## src/rtl/fhc_pkg.sv

```systemverilog
package fhc_pkg;

  // Clock rate
  localparam int CLK_MHZ = 200;

  // Pin timing, in the units printed
  localparam int T_AS_NS   = 10;
  localparam int T_WP_NS   = 200;
  localparam int T_WPH_NS  = 200;
  localparam int T_DH_NS   = 10;
  localparam int T_ACC_NS  = 350;
  localparam int T_OEHP_NS = 150;
  localparam int T_BLC_US  = 150;
  localparam int T_WC_MS   = 20;

  // Least times round up to whole cycles
  localparam int AS_CYC   = (T_AS_NS * CLK_MHZ + 999) / 1000;
  localparam int WP_CYC   = (T_WP_NS * CLK_MHZ + 999) / 1000;
  localparam int WPH_CYC  = (T_WPH_NS * CLK_MHZ + 999) / 1000;
  localparam int DH_CYC   = (T_DH_NS * CLK_MHZ + 999) / 1000;
  localparam int ACC_CYC  = (T_ACC_NS * CLK_MHZ + 999) / 1000;
  localparam int OEHP_CYC = (T_OEHP_NS * CLK_MHZ + 999) / 1000;

  // Longest times round down
  localparam int BLC_CYC = T_BLC_US * CLK_MHZ;
  localparam int WC_CYC  = T_WC_MS * CLK_MHZ * 1000;

  // Safety margin before the byte-load window closes
  localparam int BLC_MARGIN_CYC = 100;

  // Extra read wait to cover the data synchroniser
  localparam int SYNC_CYC = 2;

  // Array geometry
  localparam int ADDR_W       = 18;
  localparam int DATA_W       = 8;
  localparam int SECTOR_LSB   = 8;
  localparam int SECTOR_BYTES = 256;
  localparam int TOGGLE_BIT   = 6;

  // Software code sequence
  localparam logic [17:0] CODE_ADDR_A  = 18'h05555;
  localparam logic [17:0] CODE_ADDR_B  = 18'h02AAA;
  localparam logic [7:0]  CODE_DATA_A  = 8'hAA;
  localparam logic [7:0]  CODE_DATA_B  = 8'h55;
  localparam logic [7:0]  CMD_PROG     = 8'hA0;
  localparam logic [7:0]  CMD_ID_ENTER = 8'h90;
  localparam logic [7:0]  CMD_ID_EXIT  = 8'hF0;
  localparam logic [1:0]  CODE_LAST    = 2'h2;

  // Host operations
  typedef enum logic [1:0] {
    FHC_OP_READ     = 2'h0,
    FHC_OP_PROG     = 2'h1,
    FHC_OP_ID_ENTER = 2'h2,
    FHC_OP_ID_EXIT  = 2'h3
  } fhc_op_t;

endpackage : fhc_pkg

```

## src/rtl/fhc_bus_cyc.sv

```systemverilog
`timescale 1ns/1ps
`default_nettype none

module fhc_bus_cyc (
  // Clock and reset
  input  wire logic        clk_i,
  input  wire logic        rst_n_i,
  // Cycle request
  input  wire logic        start_i,
  input  wire logic        wr_i,
  input  wire logic [17:0] addr_i,
  input  wire logic [7:0]  wdata_i,
  output logic             done_o,
  output logic [7:0]       rdata_o,
  // Flash pins
  output logic             ce_n_o,
  output logic             oe_n_o,
  output logic             we_n_o,
  output logic [17:0]      addr_o,
  output logic [7:0]       dq_o,
  output logic             dq_oe_o,
  input  wire logic [7:0]  dq_i
);

  typedef enum logic [2:0] {E_IDLE, E_SETUP, E_WLOW, E_WHOLD, E_WHIGH, E_RACC, E_RHIGH}
    fhc_cyc_state_t;

  fhc_cyc_state_t state_q, state_d;
  logic [7:0]     cnt_q, cnt_d;
  logic           done_q, done_d;
  logic [7:0]     rdata_q, rdata_d;
  logic           ce_n_q, ce_n_d, oe_n_q, oe_n_d, we_n_q, we_n_d, dq_oe_q, dq_oe_d;
  logic [17:0]    addr_q, addr_d;
  logic [7:0]     dq_q, dq_d;
  logic [7:0]     sync1_q, sync2_q;

  // Data pins pass two flops before use
  always_ff @(posedge clk_i or negedge rst_n_i)
  begin
    if (!rst_n_i)
    begin
      sync1_q <= 8'h00;
      sync2_q <= 8'h00;
    end
    else
    begin
      sync1_q <= dq_i;
      sync2_q <= sync1_q;
    end
  end

  // Pin sequencing for one write or one read
  always_comb
  begin
    state_d = state_q;
    cnt_d   = cnt_q;
    done_d  = 1'b0;
    rdata_d = rdata_q;
    ce_n_d  = ce_n_q;
    oe_n_d  = oe_n_q;
    we_n_d  = we_n_q;
    dq_oe_d = dq_oe_q;
    addr_d  = addr_q;
    dq_d    = dq_q;
    if (cnt_q != 8'h00)
    begin
      cnt_d = cnt_q - 8'h01;
    end
    case (state_q)
      E_IDLE:
      begin
        if (start_i)
        begin
          addr_d = addr_i;
          ce_n_d = 1'b0;
          if (wr_i)
          begin
            oe_n_d  = 1'b1;
            dq_d    = wdata_i;
            dq_oe_d = 1'b1;
            cnt_d   = 8'(fhc_pkg::AS_CYC - 1);
            state_d = E_SETUP;
          end
          else
          begin
            oe_n_d  = 1'b0;               // Both strobes cycle per read
            cnt_d   = 8'(fhc_pkg::ACC_CYC + fhc_pkg::SYNC_CYC - 1);
            state_d = E_RACC;
          end
        end
      end
      E_SETUP:
      begin
        if (cnt_q == 8'h00)
        begin
          we_n_d  = 1'b0;                 // OE already high here
          cnt_d   = 8'(fhc_pkg::WP_CYC - 1);
          state_d = E_WLOW;
        end
      end
      E_WLOW:
      begin
        if (cnt_q == 8'h00)
        begin
          we_n_d  = 1'b1;
          cnt_d   = 8'(fhc_pkg::DH_CYC - 1);
          state_d = E_WHOLD;
        end
      end
      E_WHOLD:
      begin
        if (cnt_q == 8'h00)
        begin
          ce_n_d  = 1'b1;
          dq_oe_d = 1'b0;
          cnt_d   = 8'(fhc_pkg::WPH_CYC - 1);
          state_d = E_WHIGH;
        end
      end
      E_WHIGH:
      begin
        if (cnt_q == 8'h00)
        begin
          done_d  = 1'b1;
          state_d = E_IDLE;
        end
      end
      E_RACC:
      begin
        if (cnt_q == 8'h00)
        begin
          rdata_d = sync2_q;
          ce_n_d  = 1'b1;
          oe_n_d  = 1'b1;
          cnt_d   = 8'(fhc_pkg::OEHP_CYC - 1);
          state_d = E_RHIGH;
        end
      end
      E_RHIGH:
      begin
        if (cnt_q == 8'h00)
        begin
          done_d  = 1'b1;
          state_d = E_IDLE;
        end
      end
      default:
      begin
        state_d = E_IDLE;
      end
    endcase
  end

  // Cycle state registers
  always_ff @(posedge clk_i or negedge rst_n_i)
  begin
    if (!rst_n_i)
    begin
      state_q <= E_IDLE;
      cnt_q   <= 8'h00;
      done_q  <= 1'b0;
      rdata_q <= 8'h00;
      ce_n_q  <= 1'b1;
      oe_n_q  <= 1'b1;
      we_n_q  <= 1'b1;
      dq_oe_q <= 1'b0;
      addr_q  <= 18'h00000;
      dq_q    <= 8'h00;
    end
    else
    begin
      state_q <= state_d;
      cnt_q   <= cnt_d;
      done_q  <= done_d;
      rdata_q <= rdata_d;
      ce_n_q  <= ce_n_d;
      oe_n_q  <= oe_n_d;
      we_n_q  <= we_n_d;
      dq_oe_q <= dq_oe_d;
      addr_q  <= addr_d;
      dq_q    <= dq_d;
    end
  end

  assign done_o  = done_q;
  assign rdata_o = rdata_q;
  assign ce_n_o  = ce_n_q;
  assign oe_n_o  = oe_n_q;
  assign we_n_o  = we_n_q;
  assign addr_o  = addr_q;
  assign dq_o    = dq_q;
  assign dq_oe_o = dq_oe_q;

endmodule : fhc_bus_cyc

`default_nettype wire

```

## src/rtl/fhc_flash_host.sv

```systemverilog
`timescale 1ns/1ps
`default_nettype none

module fhc_flash_host #(
  parameter int BLC_CYC = fhc_pkg::BLC_CYC,
  parameter int WC_CYC  = fhc_pkg::WC_CYC
) (
  // Clock and reset
  input  wire logic        clk_i,
  input  wire logic        rst_n_i,
  // Command port
  input  wire logic        cmd_valid_i,
  output logic             cmd_ready_o,
  input  wire logic [1:0]  cmd_op_i,
  input  wire logic [17:0] cmd_addr_i,
  // Sector data stream
  input  wire logic        wr_valid_i,
  output logic             wr_ready_o,
  input  wire logic [7:0]  wr_data_i,
  // Response
  output logic             rsp_valid_o,
  output logic [7:0]       rsp_data_o,
  output logic             rsp_err_o,
  // Flash pins
  output logic             ce_n_o,
  output logic             oe_n_o,
  output logic             we_n_o,
  output logic [17:0]      addr_o,
  output logic [7:0]       dq_o,
  output logic             dq_oe_o,
  input  wire logic [7:0]  dq_i
);

  localparam int GW = $clog2(BLC_CYC + 1);
  localparam int TW = $clog2(WC_CYC + 1);
  localparam logic [GW-1:0] GAP_LIM = GW'(BLC_CYC - fhc_pkg::BLC_MARGIN_CYC);
  localparam logic [TW-1:0] WC_LIM  = TW'(WC_CYC);
  localparam logic [GW-1:0] BLC_LIM = GW'(BLC_CYC);

  typedef enum logic [2:0] {S_IDLE, S_READ, S_CODE, S_LOAD_WAIT, S_LOAD_CYC, S_SETTLE, S_POLL}
    fhc_state_t;

  fhc_state_t        state_q, state_d;
  fhc_pkg::fhc_op_t  op_q, op_d;
  logic [17:0]       addr_q, addr_d;
  logic [1:0]        step_q, step_d;
  logic [7:0]        idx_q, idx_d;
  logic [GW-1:0]     gap_q, gap_d;
  logic [TW-1:0]     wc_q, wc_d;
  logic              first_q, first_d;
  logic              prev_q, prev_d;
  logic              cmd_rdy_q, cmd_rdy_d;
  logic              wr_rdy_q, wr_rdy_d;
  logic              rsp_v_q, rsp_v_d;
  logic [7:0]        rsp_d_q, rsp_d_d;
  logic              rsp_e_q, rsp_e_d;
  logic              start_q, start_d;
  logic              cwr_q, cwr_d;
  logic [17:0]       caddr_q, caddr_d;
  logic [7:0]        cdata_q, cdata_d;
  logic              cyc_done;
  logic [7:0]        cyc_rdata;
  logic [17:0]       code_addr;
  logic [7:0]        code_data;
  logic [17:0]       poll_addr;

  // Pin-level cycle engine
  fhc_bus_cyc u_cyc (
    .clk_i   (clk_i),
    .rst_n_i (rst_n_i),
    .start_i (start_q),
    .wr_i    (cwr_q),
    .addr_i  (caddr_q),
    .wdata_i (cdata_q),
    .done_o  (cyc_done),
    .rdata_o (cyc_rdata),
    .ce_n_o  (ce_n_o),
    .oe_n_o  (oe_n_o),
    .we_n_o  (we_n_o),
    .addr_o  (addr_o),
    .dq_o    (dq_o),
    .dq_oe_o (dq_oe_o),
    .dq_i    (dq_i)
  );

  // Code write for the given step: two unlock writes then the command
  always_comb
  begin
    code_addr = (step_d == 2'h1) ? fhc_pkg::CODE_ADDR_B : fhc_pkg::CODE_ADDR_A;
    code_data = fhc_pkg::CODE_DATA_A;
    if (step_d == 2'h1)
    begin
      code_data = fhc_pkg::CODE_DATA_B;
    end
    else if (step_d == fhc_pkg::CODE_LAST)
    begin
      case (op_d)
        fhc_pkg::FHC_OP_PROG:     code_data = fhc_pkg::CMD_PROG;
        fhc_pkg::FHC_OP_ID_ENTER: code_data = fhc_pkg::CMD_ID_ENTER;
        default:                  code_data = fhc_pkg::CMD_ID_EXIT;
      endcase
    end
  end

  // Polls use the last loaded byte of the sector, never changing
  assign poll_addr = {addr_q[17:fhc_pkg::SECTOR_LSB], 8'hFF};

  // Command sequencer
  always_comb
  begin
    state_d   = state_q;
    op_d      = op_q;
    addr_d    = addr_q;
    step_d    = step_q;
    idx_d     = idx_q;
    gap_d     = gap_q;
    wc_d      = wc_q;
    first_d   = first_q;
    prev_d    = prev_q;
    cmd_rdy_d = cmd_rdy_q;
    wr_rdy_d  = wr_rdy_q;
    rsp_v_d   = 1'b0;
    rsp_d_d   = rsp_d_q;
    rsp_e_d   = rsp_e_q;
    start_d   = 1'b0;
    cwr_d     = cwr_q;
    caddr_d   = caddr_q;
    cdata_d   = cdata_q;
    case (state_q)
      S_IDLE:
      begin
        if (cmd_valid_i && cmd_rdy_q)
        begin
          op_d      = fhc_pkg::fhc_op_t'(cmd_op_i);
          addr_d    = cmd_addr_i;
          step_d    = 2'h0;
          cmd_rdy_d = 1'b0;
          rsp_e_d   = 1'b0;
          start_d   = 1'b1;
          if (fhc_pkg::fhc_op_t'(cmd_op_i) == fhc_pkg::FHC_OP_READ)
          begin
            cwr_d   = 1'b0;
            caddr_d = cmd_addr_i;
            state_d = S_READ;
          end
          else
          begin
            cwr_d   = 1'b1;
            caddr_d = code_addr;
            cdata_d = code_data;
            state_d = S_CODE;
          end
        end
      end
      S_READ:
      begin
        if (cyc_done)
        begin
          rsp_d_d   = cyc_rdata;
          rsp_v_d   = 1'b1;
          cmd_rdy_d = 1'b1;
          state_d   = S_IDLE;
        end
      end
      S_CODE:
      begin
        if (cyc_done)
        begin
          if (step_q != fhc_pkg::CODE_LAST)
          begin
            step_d  = step_q + 2'h1;
            start_d = 1'b1;
            caddr_d = code_addr;
            cdata_d = code_data;
          end
          else if (op_q == fhc_pkg::FHC_OP_PROG)
          begin
            idx_d    = 8'h00;
            gap_d    = '0;
            wr_rdy_d = 1'b1;
            state_d  = S_LOAD_WAIT;
          end
          else
          begin
            rsp_d_d   = 8'h00;
            rsp_v_d   = 1'b1;
            cmd_rdy_d = 1'b1;
            state_d   = S_IDLE;
          end
        end
      end
      S_LOAD_WAIT:
      begin
        gap_d = gap_q + GW'(1);
        if (wr_valid_i && wr_rdy_q)
        begin
          wr_rdy_d = 1'b0;
          start_d  = 1'b1;
          gap_d    = '0;
          caddr_d  = {addr_q[17:fhc_pkg::SECTOR_LSB], idx_q};
          cdata_d  = wr_data_i;
          state_d  = S_LOAD_CYC;
        end
        else if (gap_q >= GAP_LIM)
        begin
          // Source too slow: the sector would close short, so report it
          wr_rdy_d  = 1'b0;
          rsp_e_d   = 1'b1;
          rsp_v_d   = 1'b1;
          cmd_rdy_d = 1'b1;
          state_d   = S_IDLE;
        end
      end
      S_LOAD_CYC:
      begin
        gap_d = gap_q + GW'(1);
        if (cyc_done)
        begin
          if (idx_q == 8'(fhc_pkg::SECTOR_BYTES - 1))
          begin
            cwr_d   = 1'b0;
            caddr_d = poll_addr;
            gap_d   = '0;
            first_d = 1'b1;
            wc_d    = '0;
            state_d = S_SETTLE;
          end
          else
          begin
            idx_d    = idx_q + 8'h01;
            wr_rdy_d = 1'b1;
            state_d  = S_LOAD_WAIT;
          end
        end
      end
      S_SETTLE:
      begin
        // Polls before the load window closes would see stable data and end early
        gap_d = gap_q + GW'(1);
        if (gap_q == BLC_LIM)
        begin
          start_d = 1'b1;
          state_d = S_POLL;
        end
      end
      S_POLL:
      begin
        if (wc_q != WC_LIM)
        begin
          wc_d = wc_q + TW'(1);
        end
        if (cyc_done)
        begin
          prev_d  = cyc_rdata[fhc_pkg::TOGGLE_BIT];
          first_d = 1'b0;
          // Finished when the toggle bit of two successive reads agrees, or with an error once wc_q reaches WC_LIM
          if (!first_q && (cyc_rdata[fhc_pkg::TOGGLE_BIT] == prev_q))
          begin
            rsp_d_d   = cyc_rdata;
            rsp_v_d   = 1'b1;
            cmd_rdy_d = 1'b1;
            state_d   = S_IDLE;
          end
          else if (wc_q == WC_LIM)
          begin
            rsp_d_d   = cyc_rdata;
            rsp_e_d   = 1'b1;
            rsp_v_d   = 1'b1;
            cmd_rdy_d = 1'b1;
            state_d   = S_IDLE;
          end
          else
          begin
            start_d = 1'b1;
          end
        end
      end
      default:
      begin
        cmd_rdy_d = 1'b1;
        state_d   = S_IDLE;
      end
    endcase
  end

  // Sequencer registers
  always_ff @(posedge clk_i or negedge rst_n_i)
  begin
    if (!rst_n_i)
    begin
      state_q   <= S_IDLE;
      op_q      <= fhc_pkg::FHC_OP_READ;
      addr_q    <= 18'h00000;
      step_q    <= 2'h0;
      idx_q     <= 8'h00;
      gap_q     <= '0;
      wc_q      <= '0;
      first_q   <= 1'b0;
      prev_q    <= 1'b0;
      cmd_rdy_q <= 1'b1;
      wr_rdy_q  <= 1'b0;
      rsp_v_q   <= 1'b0;
      rsp_d_q   <= 8'h00;
      rsp_e_q   <= 1'b0;
      start_q   <= 1'b0;
      cwr_q     <= 1'b0;
      caddr_q   <= 18'h00000;
      cdata_q   <= 8'h00;
    end
    else
    begin
      state_q   <= state_d;
      op_q      <= op_d;
      addr_q    <= addr_d;
      step_q    <= step_d;
      idx_q     <= idx_d;
      gap_q     <= gap_d;
      wc_q      <= wc_d;
      first_q   <= first_d;
      prev_q    <= prev_d;
      cmd_rdy_q <= cmd_rdy_d;
      wr_rdy_q  <= wr_rdy_d;
      rsp_v_q   <= rsp_v_d;
      rsp_d_q   <= rsp_d_d;
      rsp_e_q   <= rsp_e_d;
      start_q   <= start_d;
      cwr_q     <= cwr_d;
      caddr_q   <= caddr_d;
      cdata_q   <= cdata_d;
    end
  end

  assign cmd_ready_o = cmd_rdy_q;
  assign wr_ready_o  = wr_rdy_q;
  assign rsp_valid_o = rsp_v_q;
  assign rsp_data_o  = rsp_d_q;
  assign rsp_err_o   = rsp_e_q;

endmodule : fhc_flash_host

`default_nettype wire

```

## config.mk

```make
export PLATFORM = sky130hd
export DESIGN_NAME = fhc_flash_host
export DESIGN_NICKNAME = d
export VERILOG_FILES = /design/src/rtl/fhc_pkg.sv /design/src/rtl/fhc_bus_cyc.sv /design/src/rtl/fhc_flash_host.sv
export SDC_FILE = /design/constraint.sdc
export NUM_CORES = 1
export LEC_CHECK = 0
export BUFFER_PORTS_ARGS = -buffer_cell sky130_fd_sc_hd__buf_2
export CAP_MARGIN = 20
export CELL_PAD_IN_SITES_DETAIL_PLACEMENT = 0
export CELL_PAD_IN_SITES_GLOBAL_PLACEMENT = 2
export CORE_MARGIN = 4
export CORE_UTILIZATION = 38
export DETAILED_ROUTE_END_ITERATION = 10
export GPL_TIMING_DRIVEN = 0
export MAX_ROUTING_LAYER = met4
export PLACE_DENSITY = 0.77
export SLEW_MARGIN = 20
export SYNTH_ARGS = -nofsm -noshare
export SYNTH_HDL_FRONTEND = slang
export SYNTH_SLANG_ARGS = --single-unit
```

## constraint.sdc

```tcl
create_clock -name clk_i -period 3.3 [get_ports clk_i]
set_clock_uncertainty 0.05 [all_clocks]
set_input_delay 0.165 -clock clk_i [delete_from_list [all_inputs] [get_ports clk_i]]
set_output_delay 0.165 -clock clk_i [all_outputs]
set_load 0.05 [all_outputs]
```

-- After elaboration in Yosys (flattened, before gate mapping)
Cells that the tools add are included.
- bits in registers: 178
- word-level logic and storage cells: 279
- add/sub/neg operators: 5
- magnitude comparators: 1
- eq/ne operators: 52
- muxes and demuxes: 142
- bitwise operators: 1
- reductions and logical operators: 48
- operator list (operator ; count):
    two-way mux 8 bit ; 23
    two-way mux 18 bit ; 7
    two-way mux 15 bit ; 7
    case mux 18 bit (4 select lines) ; 1
    two-way mux 22 bit ; 3
    case mux 15 bit (4 select lines) ; 1
    two-way mux 3 bit ; 19
    two-way mux 1 bit ; 52
    case mux 8 bit (3 select lines) ; 2
    case mux 22 bit (2 select lines) ; 1
    != test 2 bit, second input constant ; 18
    case mux 8 bit (4 select lines) ; 1
    AND reduction 7 bit ; 4
    adder 22 x 1 -> 22 bit, second input constant ; 1
    == test 22 bit, second input constant ; 1
    != test 22 bit, second input constant ; 1
    case mux 3 bit (7 select lines) ; 1
    != test 2 x 1 -> 1 bit, second input constant ; 10
    AND reduction 4 bit ; 5
    == test 3 bit, second input constant ; 6
    case mux 3 bit (6 select lines) ; 1
    AND reduction 6 bit ; 3
    case mux 8 bit (2 select lines) ; 1
    adder 15 x 1 -> 15 bit, second input constant ; 1
    36 further kinds ; 79

-- Logic depth before layout (Yosys ltp)
- depth in word-level cells: 10
- gate-level depth with buffers: 13

-- By module
A second synthesis with hierarchy kept.
- cells, all modules: 748
- area total of the unflattened synthesis: 8394.3 sq um
- modules (own cells, without submodules) (module ; instances ; cells each ; area each (sq um)):
    fhc_flash_host ; 1 ; 558 ; 5758.0
    fhc_bus_cyc ; 1 ; 190 ; 2636.3

-- Worst setup path after synthesis
Ideal clock, no wire load.
- kind: register to register
- start: reg state_q[1]
- end: reg caddr_q[3]
- library setup time: 0.145 ns
- data arrival time: 2.419 ns
- setup slack: 0.686 ns
- stages on the path, launching flop included: 13
- path buffers: 4
- cell sequence: dfrtp_1 -> buf_2 -> clkbuf_1 -> clkbuf_1 -> o21ai_0 -> nand2_1 -> and2_1 -> ha_1 -> clkbuf_1 -> and3_1 -> or2_2 -> a211oi_1 -> o21ai_0
- longest elaborated chain between the ends: 7
- ends and longest elaborated chain (element ; RTL line ; source):
    start, declared ; fhc_flash_host.sv:43 ; fhc_state_t state_q, state_d;
    start signal, assigned ; fhc_flash_host.sv:312 ; state_q <= state_d;
    == test 3 x 2 -> 1 bit / zero test 3 bit (equally long branches) ; fhc_flash_host.sv:129 ; case (state_q)
    case mux 2 bit (2 select lines) ; fhc_flash_host.sv:129 ;
    == test 2 x 1 -> 1 bit ; fhc_flash_host.sv:89 ; code_addr = (step_d == 2'h1) ? fhc_pkg::CODE_ADDR_B : fhc_pkg::CODE_ADDR_A;
    two-way mux 15 bit ; fhc_flash_host.sv:89 ;
    two-way mux 18 bit (on tied branches) ; fhc_flash_host.sv:169, fhc_flash_host.sv:140 ;
    two-way mux 18 bit (on tied branches) ; fhc_flash_host.sv:167, fhc_flash_host.sv:132 ;
    case mux 18 bit (4 select lines) ; fhc_flash_host.sv:129 ;
    end signal, assigned ; fhc_flash_host.sv:328 ; caddr_q <= caddr_d;
    end, declared ; fhc_flash_host.sv:59 ; logic [17:0] caddr_q, caddr_d;
Parallel ways exist; a longest one is shown, timed or not. The select of a mux whose other input is x is not followed.
A chain may end at the register's enable or synchronous reset.

-- Worst setup path after layout
- start: reg state_q[1]
- end: reg caddr_q[1]
The elaborated chain is that of the path after synthesis.

==> run_results.csv <==
group,metric,value,unit
synth,synth_area,8451,µm²
clocking,clk_pin_slew,70,ps
finish,drive_gt1_share,17.30,%
synth,synth_edf_count,0,
floorplan,die_area,24690,µm²
clocking,ctsLongestPathBuffers,2,
critical_path,path_max_fanout,19,
placed_design,dpl.cell_count,1249,
global_route,grt_antenna_before_repair,0,
synth,ys_async_sr_fraction,100.0,%
floorplan,die_width,157.1,µm
critical_path,arrival,3290,ps
clocking,htree_levels,4,
finish,fin_util,46.39,%
hold_path,min_path_type,"in -> reg",
pwr,powerDensity,433.2,nW/µm²
clocking,cts.sinks,170,
critical_path,r2r_slack,230,ps
critical_path,reg2reg_from,"state_q[1]",
sta,rsz0062_at_grt,"false",
critical_path,crit-reg2reg-capture,"caddr_q[1]",
global_route,grt_pass1_wl,36870,µm
sta,final.min_clock_period,3072,ps
synth,avgSynthCellArea,9.527,µm²
route,avgRoutedWirePerCell,17.14,µm
sta,whs,33.05,ps
critical_path,worstSetupEndpointType,"flop",
clocking,cts_made_buffers,17,
sta,worst_pin_slew,788.2,ps
finish,finish.instance_area,10120,µm²
synth,ys_ff_latch,170,
global_route,grt_use_total,19.30,%
finish,areaGrowthSynthToFinish,19.81,%
route,antenna_left,0,
route,num_vias,6837,
placed_design,place_congestion,0.8490,
finish,antenna_cells,0,
synth,syn_nets,941,
floorplan,row_count,54,
hold_path,hold_depth,3,
status,status,"complete, no violations",
critical_path,worstSetupPathType,"reg -> reg",
sta,min_period_over_period,93.09,%
sta,slew_violations,0,
pwr,p_total,4.386,mW
pwr,power_leakage,4.746,nW
synth,yosysSeqAreaShare,50.40,%
placed_design,io_buffers,81,
route,dr.pass1.iters,5,
sta,relSlewSlack,47.45,%
finish,instances_no_fill,1303,
floorplan,core-area,21820,µm²
global_route,grt_max_degree,87,
sta,fmax,0.3255,GHz
hold_path,holdPathEnd,"cdata_q[7]",
synth,ys_warn_count,0,
route,viasPerCell,5.247,
global_route,grt-ovfl-total,0,
finish,layout.nets,1065,
clocking,clk_latency,430,ps
route,drc,0,
critical_path,start_kind,"flop",
critical_path,cp-startpoint,"state_q[1]",
clocking,cts_tree,"done",
pwr,ir_drop,296.7,µV
route,drt_iter0_drc,389,
synth,synth_ff_type,"dfrtp_1",
sta,hold_viol_final,0,
floorplan,initial_core_util,38.72,%
placed_design,dpl.hpwl,15800,µm
flow_run,cap_violations,0,
sta,finalSetupViolCount,0,
floorplan,die_h,157.1,µm
synth,ys_types,72,
placed_design,placed_area,9244,µm²
route,finalWirelength,22330,µm
clocking,cts-root-buf,"clkbuf_16",
floorplan,io_pins,82,
global_route,grt_pass1_vias,6767,
critical_path,required,3520,ps
synth,netlist_instances,887,
critical_path,r2r_cells,11,
hold_path,worstHoldStart,"wr_data_i[7]",
synthesized netlist by cell type (7+ instances only):
library cell  number  area share [%]
a211oi_1          20             1.8
a21oi_1           58             3.4
a31oi_1           16             1.2
and2_1             8            0.59
and3_1            10            0.74
buf_2              8            0.47
clkbuf_1          33             1.5
dfrtp_1          166              49
ha_1              14             2.1
inv_1             29             1.3
mux2_2            23             3.1
mux2_4             7             1.2
mux2i_1           16             1.9
nand2_1          162             7.2
nand2b_1          12            0.89
nand3_1           24             1.4
nand4_1            9            0.67
nor2_1            46             2.0
nor3_1            17             1.0
o211ai_1           7            0.62
o21ai_0           66             3.9
o31ai_1            8            0.71
or2_2              8            0.59
or3_1              7            0.52
or4_1             10            0.89
power breakdown:
| group | total, mW | internal [mW] | leakage (nW) | switching [mW] |
|---|---|---|---|---|
| sequential | 2.09 | 2.09 | 2.25 | 0.00231 |
| combinational | 0.111 | 0.0437 | 2.19 | 0.0672 |
| clock | 2.18 | 1.29 | 0.311 | 0.892 |
| total | 4.39 | 3.43 | 4.75 | 0.961 |
cell usage in the layout (no fill, tap or decap), types with 8 or more instances in the layout:
master / n
nand2_1: 162
buf_2: 88
o31ai_1: 8
clkbuf_16: 17
a21oi_1: 58
nor3_1: 17
mux2i_1: 16
or4_1: 10
a31oi_1: 16
nand4_1: 9
dlygate4sd3_1: 24
dfrtp_1: 166
nor2_1: 46
nand3_1: 24
and2_1: 8
a211oi_1: 20
or2_2: 8
nand2b_1: 12
o21ai_0: 66
inv_1: 29
clkbuf_1: 30
and3_1: 10
ha_1: 14
mux2_2: 23
layer usage:
| metal | track usage (%) | part of all wire, % | vias up |
|---|---|---|---|
| li1 | - | - | 3413 |
| met2 | 30.03 | 47 | 119 |
| met5 | - | 0 | - |
| met3 | 3.409 | 3.6 | 9 |
| met4 | 3.851 | 0.60 | 0 |
| met1 | 26.87 | 49 | 3296 |
state kept, by name, summed over array words and instances, names as in the netlist, 2 cells and up:
name,cells
cdata_q,8
u_cyc.cnt_q,8
rsp_data_o,8
u_cyc.rdata_o,8
u_cyc.sync2_q,8
step_q,2
wc_q,22
state_q,3
u_cyc.sync1_q,8
gap_q,15
addr_q,10
caddr_q,18
u_cyc.addr_o,18
u_cyc.dq_o,8
u_cyc.state_q,3
op_q,2
idx_q,8
critical path, stage by stage, from the launching register on:
cell,delay (ps)
dfrtp_1,360
buf_2,220
clkbuf_2,250
o21ai_0,310
nand2_1,110
and2_1,170
ha_1,170
clkbuf_1,200
and3_1,290
or2_2,330
a211oi_1,350
o21ai_0,120
worst max-delay path by stage:
stage / to / slack (ps) / cells after the start
4_1_cts: caddr_q[1] / 2 / 12
5_1_grt: caddr_q[1] / 20 / 12
3_5_place_dp: caddr_q[1] / -170 / 12
3_3_place_gp: gap_q[5] / -880 / 1
2_1_floorplan: caddr_q[3] / 690 / 12
6_report: caddr_q[1] / 230 / 11
what timing repair did:
item,in CTS,in global routing
endpoints found under the setup margin,8,11
resized for setup,2,1
hold buffers,24,0
buffers inserted,0,0
endpoints found under the hold margin,105,0
metrics by stage:
step | setup WS [ps] | TNS [ps]
final | 227.9 | 0
after global placement | -880.3 | -142950
after CTS | 2.089 | 0
after detailed placement | -170.0 | -513.5
after floorplan | 686.4 | 0
after global routing | 16.41 | 0
cell families after synthesis:
logic type	after synthesis	share of synthesized area [%]
AND/OR/NAND/NOR	349	20.31
XOR/XNOR	11	1.140
AO/OA/AOI/OAI	219	15.96
adder cells (fa/ha/maj)	14	2.073
flip-flops	170	50.40
buffers and inverters	76	3.642
multiplexers	48	6.470
area by class of cell:
class,instances,area (µm²)
fillers,2152,11700
flip-flops and latches,170,4259
multi-input cells,641,3884
repair buffers,106,683.2
clock buffers,17,425.4
well taps,280,350.3
clock inverters,14,215.2
plain buffers,46,198.9
inverters,29,108.9
No activity file was read; power rests on OpenSTA's default activity.
